<file path="src/design/conv_result_pkg.sv">
package conv_result_pkg;
    localparam int          NUM_CH          = 4;
    localparam int          RESULT_W        = 12;
    localparam int          ADDR_W          = 12;
    localparam logic [11:0] OFS_RESULT_CH5  = 12'h000;
    localparam logic [11:0] OFS_RESULT_CH6  = 12'h004;
    localparam logic [11:0] OFS_RESULT_CH7  = 12'h008;
    localparam logic [11:0] OFS_RESULT_CH8  = 12'h00c;
    localparam int          POS_VALUE_LSB   = 4;
    localparam int          POS_OVERRUN     = 1;
    localparam int          POS_STORED      = 0;
    localparam logic [11:0] RESET_VALUE     = 12'h000;
    localparam logic [31:0] RESET_WORD      = 32'h0000_0000;
endpackage

</file>
<file path="src/design/conv_result_chan.sv">
`timescale 1ns/100ps
module conv_result_chan #(
    parameter int W = 12
) (
    input  wire logic         pclk,
    input  wire logic         presetn,
    input  wire logic         store,
    input  wire logic [W-1:0] value_in,
    input  wire logic         low_read,
    output logic      [W-1:0] value_q,
    output logic              overrun_q,
    output logic              stored_q
);
    logic [W-1:0] value_d;
    logic         overrun_d;
    logic         stored_d;

    always_comb begin
        value_d   = value_q;
        overrun_d = overrun_q;
        stored_d  = stored_q;
        if (low_read) begin
            overrun_d = 1'b0;
            stored_d  = 1'b0;
        end
        if (store) begin
            value_d   = value_in;
            stored_d  = 1'b1;
            if (stored_q && !low_read) begin
                overrun_d = 1'b1;
            end
        end
    end

    always_ff @(posedge pclk or negedge presetn) begin
        if (!presetn) begin
            value_q   <= '0;
            overrun_q <= 1'b0;
            stored_q  <= 1'b0;
        end else begin
            value_q   <= value_d;
            overrun_q <= overrun_d;
            stored_q  <= stored_d;
        end
    end
endmodule

</file>
<file path="src/design/conv_result_regs.sv">
// The register addresses and register access over APB are this design's own decisions.
`timescale 1ns/100ps
module conv_result_regs #(
    parameter int NUM_CH   = conv_result_pkg::NUM_CH,
    parameter int RESULT_W = conv_result_pkg::RESULT_W
) (
    input  wire logic                       pclk,
    input  wire logic                       presetn,
    input  wire logic                       psel,
    input  wire logic                       penable,
    input  wire logic                       pwrite,
    input  wire logic [11:0]                paddr,
    input  wire logic [31:0]                pwdata,
    input  wire logic [3:0]                 pstrb,
    output logic      [31:0]                prdata,
    output logic                            pready,
    output logic                            pslverr,
    input  wire logic [NUM_CH-1:0]          result_store,
    input  wire logic [NUM_CH*RESULT_W-1:0] result_data
);
    logic [NUM_CH-1:0]          low_read;
    logic [NUM_CH*RESULT_W-1:0] value_q;
    logic [NUM_CH-1:0]          overrun_q;
    logic [NUM_CH-1:0]          stored_q;
    logic [31:0]                prdata_d;
    logic                       pready_d;
    logic                       pslverr_d;
    logic [NUM_CH-1:0]          sel_ch;
    logic                       hit;
    logic                       setup;

    assign setup = psel && !penable;

    // Channel decode; every access is a full word so it covers the low byte
    always_comb begin
        sel_ch = '0;
        hit    = 1'b1;
        if (paddr == conv_result_pkg::OFS_RESULT_CH5) begin
            sel_ch[0] = 1'b1;
        end else if (paddr == conv_result_pkg::OFS_RESULT_CH6) begin
            sel_ch[1] = 1'b1;
        end else if (paddr == conv_result_pkg::OFS_RESULT_CH7) begin
            sel_ch[2] = 1'b1;
        end else if (paddr == conv_result_pkg::OFS_RESULT_CH8) begin
            sel_ch[3] = 1'b1;
        end else begin
            hit = 1'b0;
        end
    end

    // Flags clear at the setup edge, where the read word is captured, so a
    // result stored after that edge stays flagged for the next read
    assign low_read = (setup && !pwrite) ? sel_ch : '0;

    genvar g;
    generate
        for (g = 0; g < NUM_CH; g++) begin : g_ch
            conv_result_chan #(
                .W (RESULT_W)
            ) u_chan (
                .pclk      (pclk),
                .presetn   (presetn),
                .store     (result_store[g]),
                .value_in  (result_data[g*RESULT_W +: RESULT_W]),
                .low_read  (low_read[g]),
                .value_q   (value_q[g*RESULT_W +: RESULT_W]),
                .overrun_q (overrun_q[g]),
                .stored_q  (stored_q[g])
            );
        end
    endgenerate

    // Read data is captured in setup so prdata comes from a flip-flop
    always_comb begin
        prdata_d  = prdata;
        pready_d  = 1'b0;
        pslverr_d = 1'b0;
        if (setup) begin
            pready_d  = 1'b1;
            pslverr_d = !hit || pwrite;
            prdata_d  = conv_result_pkg::RESET_WORD;
            for (int i = 0; i < NUM_CH; i++) begin
                if (sel_ch[i] && !pwrite) begin
                    prdata_d[conv_result_pkg::POS_VALUE_LSB +: RESULT_W] =
                        value_q[i*RESULT_W +: RESULT_W];
                    prdata_d[conv_result_pkg::POS_OVERRUN] = overrun_q[i];
                    prdata_d[conv_result_pkg::POS_STORED]  = stored_q[i];
                end
            end
        end
    end

    always_ff @(posedge pclk or negedge presetn) begin
        if (!presetn) begin
            prdata  <= conv_result_pkg::RESET_WORD;
            pready  <= 1'b0;
            pslverr <= 1'b0;
        end else begin
            prdata  <= prdata_d;
            pready  <= pready_d;
            pslverr <= pslverr_d;
        end
    end
endmodule

</file>
<file path="config.mk">
export PLATFORM = sky130hd
export DESIGN_NAME = conv_result_regs
export DESIGN_NICKNAME = d
export VERILOG_FILES = /design/src/design/conv_result_pkg.sv /design/src/design/conv_result_chan.sv /design/src/design/conv_result_regs.sv
export SDC_FILE = /design/constraint.sdc
export NUM_CORES = 1
export LEC_CHECK = 0
export ABC_CLOCK_PERIOD_IN_PS = 1600
export BUFFER_PORTS_ARGS = -buffer_cell sky130_fd_sc_hd__buf_2
export CAP_MARGIN = 20
export CORE_AREA = 3 3 159 99
export DETAILED_ROUTE_END_ITERATION = 16
export DIE_AREA = 0 0 162 102
export PLACE_DENSITY_LB_ADDON = 0.12
export SLEW_MARGIN = 10
export SYNTH_ARGS = -nofsm -noshare
export SYNTH_HDL_FRONTEND = slang
export SYNTH_SLANG_ARGS = --single-unit
</file>
<file path="constraint.sdc">
create_clock -name pclk -period 1.6 [get_ports pclk]
set_clock_uncertainty 0.2 [all_clocks]
set_input_delay 0.32 -clock pclk [delete_from_list [all_inputs] [get_ports pclk]]
set_output_delay 0.32 -clock pclk [all_outputs]
set_load 0.02 [all_outputs]
</file>
==> results of run 1 <==
==> worst max-delay path: cells and delay by family <==
| family | cells | cell delay [ns] |
|---|---|---|
| buf+inv | 2 | 0.31 |
| compound gates | 2 | 0.38 |
| simple gates | 1 | 0.53 |
==> routing by layer <==
metal | up-vias | GRT usage | wire length (um)
met5 | - | 0 | 0
met4 | 0 | 0.0157 | 4
met3 | 2 | 0.0454 | 676
met2 | 84 | 0.156 | 3740
met1 | 1265 | 0.177 | 4930
li1 | 1195 | - | -
==> placed cells by master (no fill, tap or decap), drive strengths merged, types with 3 or more instances in the layout <==
master | synthesis | final
buf | 32 | 106
clkbuf | 6 | 12
o211ai | 14 | 14
mux2 | 48 | 48
conb | 1 | 18
nand4 | 17 | 17
inv | 3 | 3
dfrtp | 72 | 72
mux2i | 14 | 14
nor4bb | 15 | 15
nand2 | 14 | 14
nor2b | 3 | 3
a21oi | 4 | 4
a2bb2oi | 14 | 14
==> kinds of logic (layout without fill, tap and decap cells) <==
| kind of cell | count (synthesis) | in the layout | synth area share |
|---|---|---|---|
| flip-flops | 72 | 72 | 0.503 |
| multiplexers | 62 | 62 | 0.190 |
| AND/OR/NAND/NOR | 61 | 61 | 0.131 |
| buffers and inverters | 41 | 125 | 0.0737 |
| AO/OA/AOI/OAI | 38 | 38 | 0.101 |
| other | 1 | 18 | 0.00105 |
==> metrics by stage <==
step / TNS [ns] / worst slack [ns] / hold slack (ns) / instances / util
finish: 0 / 0.104 / 0.0230 / 574 / 0.320
global route: 0 / 0.0252 / 0.00599 / 574 / 0.320
CTS: 0 / 0.137 / 0.00867 / 574 / 0.320
detailed placement: -2.89 / -0.207 / 0.0587 / 558 / 0.300
global placement: -2.63 / -0.181 / 0.0562 / 558 / 0.300
floorplan: 0 / 0.122 / -0.176 / 292 / -
==> path summary, 6_finish.rpt <==
path | from | end | slack, ns | cells past startpoint
setup / recovery | paddr[2] | prdata[0]$_DFFE_PN0P_ | 0.10 | 5
hold / removal | result_data[44] | g_ch[3].u_chan.value_q[8]$_DFFE_PN0P_ | 0.02 | 2
setup reg to reg | g_ch[1].u_chan.stored_q$_DFFE_PN0P_ | prdata[0]$_DFFE_PN0P_ | 0.38 | 3
hold reg to reg | prdata[4]$_DFFE_PN0P_ | prdata[4]$_DFFE_PN0P_ | 0.30 | 2
max in group asynchronous | presetn | prdata[8]$_DFFE_PN0P_ | 0.44 | 3
min in group asynchronous | presetn | g_ch[1].u_chan.value_q[6]$_DFFE_PN0P_ | 0.26 | 2
==> cell type report <==
type	count	area, sq um	area share
clock inverter	3	17.5	0.00381
multi-input combinational	179	1580	0.343
timing repair buffer	107	686	0.149
sequential	72	1800	0.392
tap	198	248	0.0539
clock buffer	12	256	0.0558
inverter	3	11.3	0.00245
==> power groups by stage <==
stage / Clock (W) / Sequential [W] / Combinational, W
2_1_floorplan: 0 / 0.00202 / 0.000370
3_3_place_gp: 0 / 0.00204 / 0.000585
3_5_place_dp: 0 / 0.00204 / 0.000593
4_1_cts: 0.00193 / 0.00201 / 0.000597
5_1_grt: 0.00201 / 0.00203 / 0.000642
6_report: 0.00186 / 0.00201 / 0.000584
==> state kept, by name (all words and copies together) (netlist names) <==
signal	cells
pslverr	1
g_ch.u_chan.stored_q	4
pready	1
g_ch.u_chan.overrun_q	4
prdata	14
g_ch.u_chan.value_q	48
==> timing repair <==
action / in CTS / in global routing
hold endpoints to repair: 22 / 0
buffers inserted: 0 / 0
gates resized for setup: 0 / 0
hold buffers: 1 / 0
==> reports/metrics.cfg, run 1 <==
[finish]
areaGrowthSynthToFinish_pct=28.5
fillCellCount=1501
final_area_sq_um=4600
fin_nets=477
drive_gt1_frac=0.492
insertedDiodeCount=0

[timing]
drv_slew=0
fin_crit_ns=1.50
tightestPinTransition_ns=0.653
slew_headroom=0.563
min_period_over_period=0.935
rsz0062_at_grt=false
hold_viol=0
setup_viol=0
max_freq_ghz=0.669

[global_routing]
grt_use_total=0.116
grt_pass1_wl_mm=14.7
overflow=0
grt_pass1_vias=2653
grt_max_degree=33
grt_antenna_before_repair=0

[cts]
cts_buffer_depth=2
htreeDepth=3
cts_tree=yes
cts_root_buffer=clkbuf_16
clk_latency_ns=0.32
cts_buffers=9
cts.sinks=72
clk_pin_slew_ns=0.06

[pwr]
ir_worst_vdd_mv=0.395
power_switching_w=0.00109
p_leak_nw=2.11
combPwrFrac=0.131
clkPwrFrac=0.418
swShare=0.245
total_power_w=0.00445
p_int_w=0.00336
power-per-cell-area_nw_per_um2=968
seqPwrFrac=0.451

[logic_synthesis]
synthTopCellsByCount=72 x dfrtp_1, 48 x mux2_2, 23 x buf_4
syn-cell-area_sq_um=3580
synth_area_leader_cell=dfrtp_1
synthTopCellsByArea=dfrtp_1 50%, mux2_2 15%, buf_4 4.8%, nor4bb_1 4.2%, mux2i_1 3.9%
synth-seq-area-share=0.503
synth_top_area_frac=0.503
yosys_most_used_dff=dfrtp_1
syn-instance-count=275
ys_ff_latch=72
async_reset_ff_frac=1.00
synth_area_per_cell_sq_um=13.0
yosys_warnings=0
synth_edf_count=0
yosysMostFrequentCell=dfrtp_1
ys_types=31

[placement]
place_congestion=0.714
dp_hpwl_mm=7.36
port_buffers=84
placedInstanceArea_sq_um=4310

[floorplan]
coreArea_sq_um=14400
die_area_sq_um=16500
die_h_um=102
num_rows=34
io_pins=139
fp.dieW_um=162
initial_core_util=0.249

[min_path]
hold_class=in -> reg

[critical_path]
cp.required_ns=1.65
critPathLaunchType=primary input
crit_arrival_ns=1.54
crit_path_top_delay_cell=nor2b_2
cp_max_fo=14
cpPeakStageDelay_ns=0.53
endpoint_kind=flop
worstSetupPathType=in -> reg
critical_path.cell_chain=buf_2, buf_12, nor2b_2, a2bb2oi_1, o211ai_2

[job]
maxCapViolCount=0

[outcome]
status=finished, final reports clean

[routing]
antenna_left=0
vias=2546
wirelength_mm=9.35
drc=0
viasPerCell=4.44
wl_per_cell_um=16.3
first_pass_iters=4
drt_iter0_drc=78

(Power assumes the default switching activity.)
==> run 2: changes to the inputs <==
--- a/config.mk
+++ b/config.mk
@@ -11,6 +11,7 @@
 export CORE_AREA = 3 3 159 99
 export DETAILED_ROUTE_END_ITERATION = 16
 export DIE_AREA = 0 0 162 102
+export HOLD_SLACK_MARGIN = 0.12
 export PLACE_DENSITY_LB_ADDON = 0.12
 export SLEW_MARGIN = 10
 export SYNTH_ARGS = -nofsm -noshare
==> run 2 against run 1 <==
Hold slack improved by 0.20 ns. Total power increased by 2.0%. Die area did not move. Sequential power about the same. Maximum frequency up 1.3%. First-iteration DRC count up 44%. Cell area increased by 10%. Clock power about the same. Combinational power increased by 15%. Critical path type unchanged. Largest power group unchanged.
==> reports/metrics.cfg, run 2 (synthesized netlist as in run 1, its figures left out) <==
[outcome]
status=finished, final reports clean

[cts]
htreeDepth=3  ; unchanged
cts_root_buffer=clkbuf_16
cts_buffers=9  ; unchanged
cts.sinks=72  ; unchanged
cts_tree=yes
clk_latency_ns=0.32  ; about the same
clk_pin_slew_ns=0.06  ; about the same
postCtsSetupBuffers=0  ; unchanged
cts-resized-gates=0  ; unchanged
cts_buffer_depth=2  ; unchanged

[timing]
drv_slew=0  ; unchanged
setup_viol=0  ; unchanged
hold_viol=0  ; unchanged
min_period_over_period=0.923  ; -0.0121
rsz0062_at_grt=false
tightestPinTransition_ns=0.629  ; -0.0238 ns
slew_headroom=0.579  ; +0.0159
max_freq_ghz=0.677  ; +1.3%
fin_ws_ns=0.124  ; +0.0193 ns
setup_tns_ns=0  ; unchanged
fin_crit_ns=1.48  ; -0.0193 ns

[critical_path]
reg2reg_to=prdata[0]$_DFFE_PN0P_
critPathTopFamily=simple AND/OR/NAND/NOR gates
critPathLaunchType=primary input
rr_worst_depth=3  ; unchanged
crit_start=paddr[2]
crit_path_top_delay_cell=nor2b_2
reg2reg_from=g_ch[1].u_chan.stored_q$_DFFE_PN0P_
critical_path.cell_chain=buf_2, buf_12, nor2b_2, a2bb2oi_1, o211ai_2
crit_arrival_ns=1.52  ; -0.02 ns
worstSetupPathType=in -> reg
cpPeakStageDelay_ns=0.51  ; -0.02 ns
cp_num_cells=5  ; unchanged
endpoint_kind=flop
worstSetupEndpoint=prdata[0]$_DFFE_PN0P_
worst-path-buf-inv=2  ; unchanged
cp.required_ns=1.65  ; about the same
rrSetupSlack_ns=0.38  ; about the same
cp_max_fo=14  ; unchanged

[routing]
first_pass_iters=4  ; unchanged
drt_iter0_drc=112  ; +44%
wirelength_mm=9.63  ; +3.0%
viasPerCell=4.33  ; -2.3%
wl_per_cell_um=15.5  ; -5.0%
antenna_left=0  ; unchanged
vias=2695  ; +5.9%
drc=0  ; unchanged

[floorplan]
num_rows=34  ; unchanged
die_h_um=102  ; unchanged
io_pins=139  ; unchanged
fp.dieW_um=162  ; unchanged
initial_core_util=0.249  ; unchanged
coreArea_sq_um=14400  ; unchanged
die_area_sq_um=16500  ; unchanged

[pwr]
power-per-cell-area_nw_per_um2=894  ; -7.7%
ir_worst_vdd_mv=0.398  ; +0.56%
p_leak_nw=2.31  ; +9.5%

[finish]
areaGrowthSynthToFinish_pct=41.9
instances_no_fill=622  ; +8.4%
regMostFlops=g_ch.u_chan.value_q
final_common_cell=buf_2
largest_reg_flops=48  ; unchanged
post-route-util=0.353  ; +0.0334
fin_nets=525  ; +10%
layout_common_cells=83 x buf_2, 72 x dfrtp_1, 49 x dlygate4sd3_1, 48 x mux2_2, 18 x conb_1
area.sequential_sq_um=1800  ; unchanged
insertedDiodeCount=0  ; unchanged
top_regs=g_ch.u_chan.value_q (48), prdata (14)
drive_gt1_frac=0.436  ; -0.0557
multi_input_area_sq_um=1580  ; unchanged
fillCellCount=1472  ; -1.9%

[placement]
dp_cells=558  ; unchanged
dp_hpwl_mm=7.36  ; unchanged
port_buffers=84  ; unchanged
place_congestion=0.714  ; unchanged
place_ws_ns=-0.207  ; unchanged

[global_routing]
grt_pass1_wl_mm=15.3  ; +3.8%
grt_max_degree=33  ; unchanged
grt_pass1_vias=2843  ; +7.2%
grt_use_total=0.119  ; +0.00314
overflow=0  ; unchanged
grt_antenna_before_repair=0  ; unchanged

[min_path]
hold_class=in -> reg

[job]
maxCapViolCount=0  ; unchanged

-- run 2: cell count changes in the layout (fill, tap and decap cells not counted), sizes merged --
cell,change
dlygate4sd3,+48
-- run 2: how the worst min path moves through the flow --
stage,from,to,cells past startpoint
floorplan,presetn,g_ch[0].u_chan.overrun_q$_DFF_PN0_,0
global placement,presetn,g_ch[1].u_chan.value_q[6]$_DFFE_PN0P_,1
detailed placement,presetn,g_ch[1].u_chan.value_q[6]$_DFFE_PN0P_,1
CTS,psel,pready$_DFF_PN0_,3
global route,psel,pready$_DFF_PN0_,3
finish,psel,pready$_DFF_PN0_,3
-- run 2: worst min-delay path: cells and delay by family --
family | cells | cell delay [ns]
buffers and inverters | 2 | 0.26
AND/OR/NAND/NOR | 1 | 0.11
-- run 2: repair_timing --
item | 4_1_cts | 5_1_grt
endpoints found under the hold margin | 120 | 0
setup endpoints to repair | 0 | 0
hold buffers | 49 | 0
-- run 2: area by class of cell --
type	instances	share of cell area
Clock inverter	3	0.00345
Sequential cell	72	0.355
Tap cell	198	0.0488
Inverter	3	0.00222
Clock buffer	12	0.0505
Timing Repair Buffer	155	0.230
Multi-Input combinational cell	179	0.311
-- run 2: layer usage --
layer,wire length [um],track usage,up-vias,share of wire
met4,29,0.0157,0,0.0030
met1,5130,0.182,1321,0.53
li1,-,-,1292,-
met5,0,0,-,0
met3,533,0.0397,3,0.055
met2,3940,0.167,79,0.41
-- run 2: through the flow --
| stage | hold slack [ns] | power, W | instance area, sq um |
|---|---|---|---|
| 2_1_floorplan | -0.176 | 0.00239 | 3640 |
| 6_report | 0.223 | 0.00454 | 5080 |
| 4_1_cts | 0.213 | 0.00463 | 5080 |
| 3_5_place_dp | 0.0587 | 0.00264 | 4310 |
| 3_3_place_gp | 0.0562 | 0.00262 | 4310 |
| 5_1_grt | 0.261 | 0.00477 | 5080 |
-- run 2: where the power goes --
part | switching [W] | internal (W) | total [W]
clock network | 0.000738 | 0.00112 | 0.00186
logic | 0.000302 | 0.000371 | 0.000673
registers | 0.0000623 | 0.00195 | 0.00201
total | 0.00110 | 0.00344 | 0.00454
==> run 3: changes to the inputs <==
--- a/config.mk
+++ b/config.mk
@@ -8,12 +8,13 @@
 export ABC_CLOCK_PERIOD_IN_PS = 1600
 export BUFFER_PORTS_ARGS = -buffer_cell sky130_fd_sc_hd__buf_2
 export CAP_MARGIN = 20
-export CORE_AREA = 3 3 159 99
+export CORE_AREA = 3 3 113 72
 export DETAILED_ROUTE_END_ITERATION = 16
-export DIE_AREA = 0 0 162 102
+export DIE_AREA = 0 0 116 75
 export HOLD_SLACK_MARGIN = 0.12
 export PLACE_DENSITY_LB_ADDON = 0.12
 export SLEW_MARGIN = 10
 export SYNTH_ARGS = -nofsm -noshare
 export SYNTH_HDL_FRONTEND = slang
+export SYNTH_HIERARCHICAL = 1
 export SYNTH_SLANG_ARGS = --single-unit
==> run 3 against run 2 <==
The flow now finishes with violations (setup timing). Area after synthesis decreased by 4.6%. Sequential power about the same. Maximum frequency decreased by 22%. Utilization increased by 32 points. Sequential share of layout area increased by 1.7 points. Synthesized cell count decreased by 6.2%. Final cell count decreased by 19%. Critical path depth increased by 1. Highest routed layer unchanged.
==> reports/metrics.cfg, run 3 <==
[outcome]
status=complete, but fails checks
violations=setup timing

[routing]
vias=2431  ; -9.8%
drc=0  ; unchanged
viasPerCell=4.80  ; +11%
drt_iter0_drc=107  ; -4.5%
first_pass_iters=4  ; unchanged
wirelength_mm=7.69  ; -20%
wl_per_cell_um=15.2  ; -1.8%
antenna_left=0  ; unchanged

[logic_synthesis]
synth_area_leader_cell=dfrtp_1
yosysMostFrequentCell=dfrtp_1
async_reset_ff_frac=1.00  ; unchanged
synth_edf_count=0  ; unchanged
ys_ff_latch=72  ; unchanged
synth_area_per_cell_sq_um=13.2  ; +1.7%
synth-seq-area-share=0.527  ; +0.0242
yosys_most_used_dff=dfrtp_1
ys_types=32  ; +3.2%
synth_top_area_frac=0.527  ; +0.0242
synthTopCellsByCount=72 x dfrtp_1, 32 x mux2_4, 22 x nand2_1
yosys_warnings=6  ; +6
synthTopCellsByArea=dfrtp_1 53%, mux2_4 14%, mux2_2 5.3%, mux2i_1 4.1%, buf_4 4.0%
syn-cell-area_sq_um=3420  ; -4.6%
syn-instance-count=258  ; -6.2%

[cts]
htreeDepth=3  ; unchanged
cts_root_buffer=clkbuf_16
cts_buffers=9  ; unchanged
cts_buffer_depth=2  ; unchanged
clk_latency_ns=0.33  ; about the same
cts_tree=yes
cts.sinks=72  ; unchanged
clk_pin_slew_ns=0.05  ; about the same

[floorplan]
initial_core_util=0.478  ; +0.229
die_h_um=75  ; -26%
fp.dieW_um=116  ; -28%
io_pins=139  ; unchanged
num_rows=24  ; -29%
coreArea_sq_um=7150  ; -50%
die_area_sq_um=8700  ; -47%

[placement]
dp_cells=441  ; -21%
port_buffers=84  ; unchanged
dp_hpwl_mm=5.15  ; -30%
place_congestion=0.732  ; +2.5%

[finish]
drive_gt1_frac=0.472  ; +0.0360
final_common_cell=buf_2
top_regs=g_ch.u_chan/value_q (48), prdata (14)
layout_common_cells=80 x buf_2, 72 x dfrtp_1, 49 x dlygate4sd3_1, 32 x mux2_4, 22 x nand2_1
instances_no_fill=506  ; -19%
area.sequential_sq_um=1800  ; unchanged
fin_nets=518  ; -1.3%
post-route-util=0.678  ; +0.324
regMostFlops=g_ch.u_chan/value_q
fillCellCount=574  ; -61%
areaGrowthSynthToFinish_pct=41.8  ; about the same
multi_input_area_sq_um=1490  ; -5.7%
insertedDiodeCount=0  ; unchanged
largest_reg_flops=48  ; unchanged

[critical_path]
critPathLaunchType=primary input
cp_max_fo=3  ; -11
worstSetupPathType=in -> reg
crit_arrival_ns=1.91  ; +0.39 ns
cp.required_ns=1.62  ; -0.03 ns
endpoint_kind=flop

[global_routing]
grt_pass1_wl_mm=12.6  ; -17%
grt_antenna_before_repair=0  ; unchanged
grt_max_degree=73  ; +120%
grt_pass1_vias=2627  ; -7.6%
overflow=0  ; unchanged
grt_use_total=0.194  ; +0.0749

[timing]
max_freq_ghz=0.530  ; -22%
setup_viol=22  ; +22
rsz0062_at_grt=true
drv_slew=0  ; unchanged
fin_crit_ns=1.89  ; +0.412 ns
fin_ws_ns=-0.288  ; -0.412 ns
holdWs_ns=0.274  ; +0.0519 ns
hold_viol=0  ; unchanged
min_period_over_period=1.18  ; +0.258

[pwr]
ir_worst_vdd_mv=0.674  ; +69%
power-per-cell-area_nw_per_um2=917  ; +2.5%
p_leak_nw=2.39  ; +3.4%

[min_path]
hold_class=reg -> reg

[job]
maxCapViolCount=0  ; unchanged

-- run 3: area by class of cell --
cell class	instances	area share
Sequential cell	72	0.372
Multi-Input combinational cell	167	0.307
Timing Repair Buffer	158	0.239
Clock buffer	12	0.0530
Tap cell	91	0.0235
Inverter	5	0.00387
Clock inverter	1	0.00103
-- run 3: power by group --
part,total [W],internal (W),switching [W]
Sequential,0.00202,0.00195,0.0000717
Clock,0.00178,0.00110,0.000672
Combinational,0.000644,0.000379,0.000265
Total,0.00444,0.00343,0.00101
-- run 3: timing repair --
action,CTS,global route
gates resized for setup,12,5
endpoints found under the hold margin,120,0
endpoints found under the setup margin,22,22
setup buffers,2,1
pin swaps,8,7
hold buffers,49,0
-- run 3: worst paths after layout --
kind                            depth (start not counted)                                endpoint  slack [ns]                                    from
worst min-delay path                                    2                   prdata[5]$_DFFE_PN0P_        0.27                   prdata[5]$_DFFE_PN0P_
worst max register to register                          4                  prdata[15]$_DFFE_PN0P_        0.24  g_ch[1].u_chan/value_q[11]$_DFFE_PN0P_
min in group asynchronous                               3  g_ch[0].u_chan/value_q[10]$_DFFE_PN0P_        0.34                                 presetn
worst max-delay path                                    6     g_ch[1].u_chan/stored_q$_DFFE_PN0P_       -0.29                                  pwrite
max in group asynchronous                               3   g_ch[3].u_chan/value_q[4]$_DFFE_PN0P_        0.53                                 presetn
worst min register to register                          2                   prdata[5]$_DFFE_PN0P_        0.27                   prdata[5]$_DFFE_PN0P_
-- run 3: cell families (layout without fill, tap and decap cells) --
logic type | after synthesis | in the layout | share of synthesized area
AO/OA/AOI/OAI | 36 | 36 | 0.0879
buffers and inverters | 36 | 176 | 0.0711
flip-flops | 72 | 72 | 0.527
multiplexers | 62 | 62 | 0.234
other | 1 | 18 | 0.00110
AND/OR/NAND/NOR | 51 | 51 | 0.0780
-- run 3: metal layers --
layer  routed length, um  global-route usage
met2                3550               0.305
met4                  85              0.0734
met1                3690               0.260
met3                 366              0.0570
met5                   0                   0
-- run 3: critical path: stages --
cell	delay, ns
buf_6	0.09
or4_4	0.53
or4_4	0.53
nor3b_4	0.20
inv_1	0.06
a21o_2	0.18
-- run 3: metrics by stage --
step                      setup slack, ns  power (W)  TNS, ns  instance area (sq um)
after global placement             -0.606    0.00258   -11.09                   3990
after global routing               -0.347    0.00464    -4.69                   4840
after CTS                          -0.271    0.00449    -3.77                   4810
final                              -0.288    0.00444    -3.70                   4840
after floorplan                    -0.667    0.00240    -7.84                   3490
after detailed placement           -0.619    0.00259   -11.37                   3990
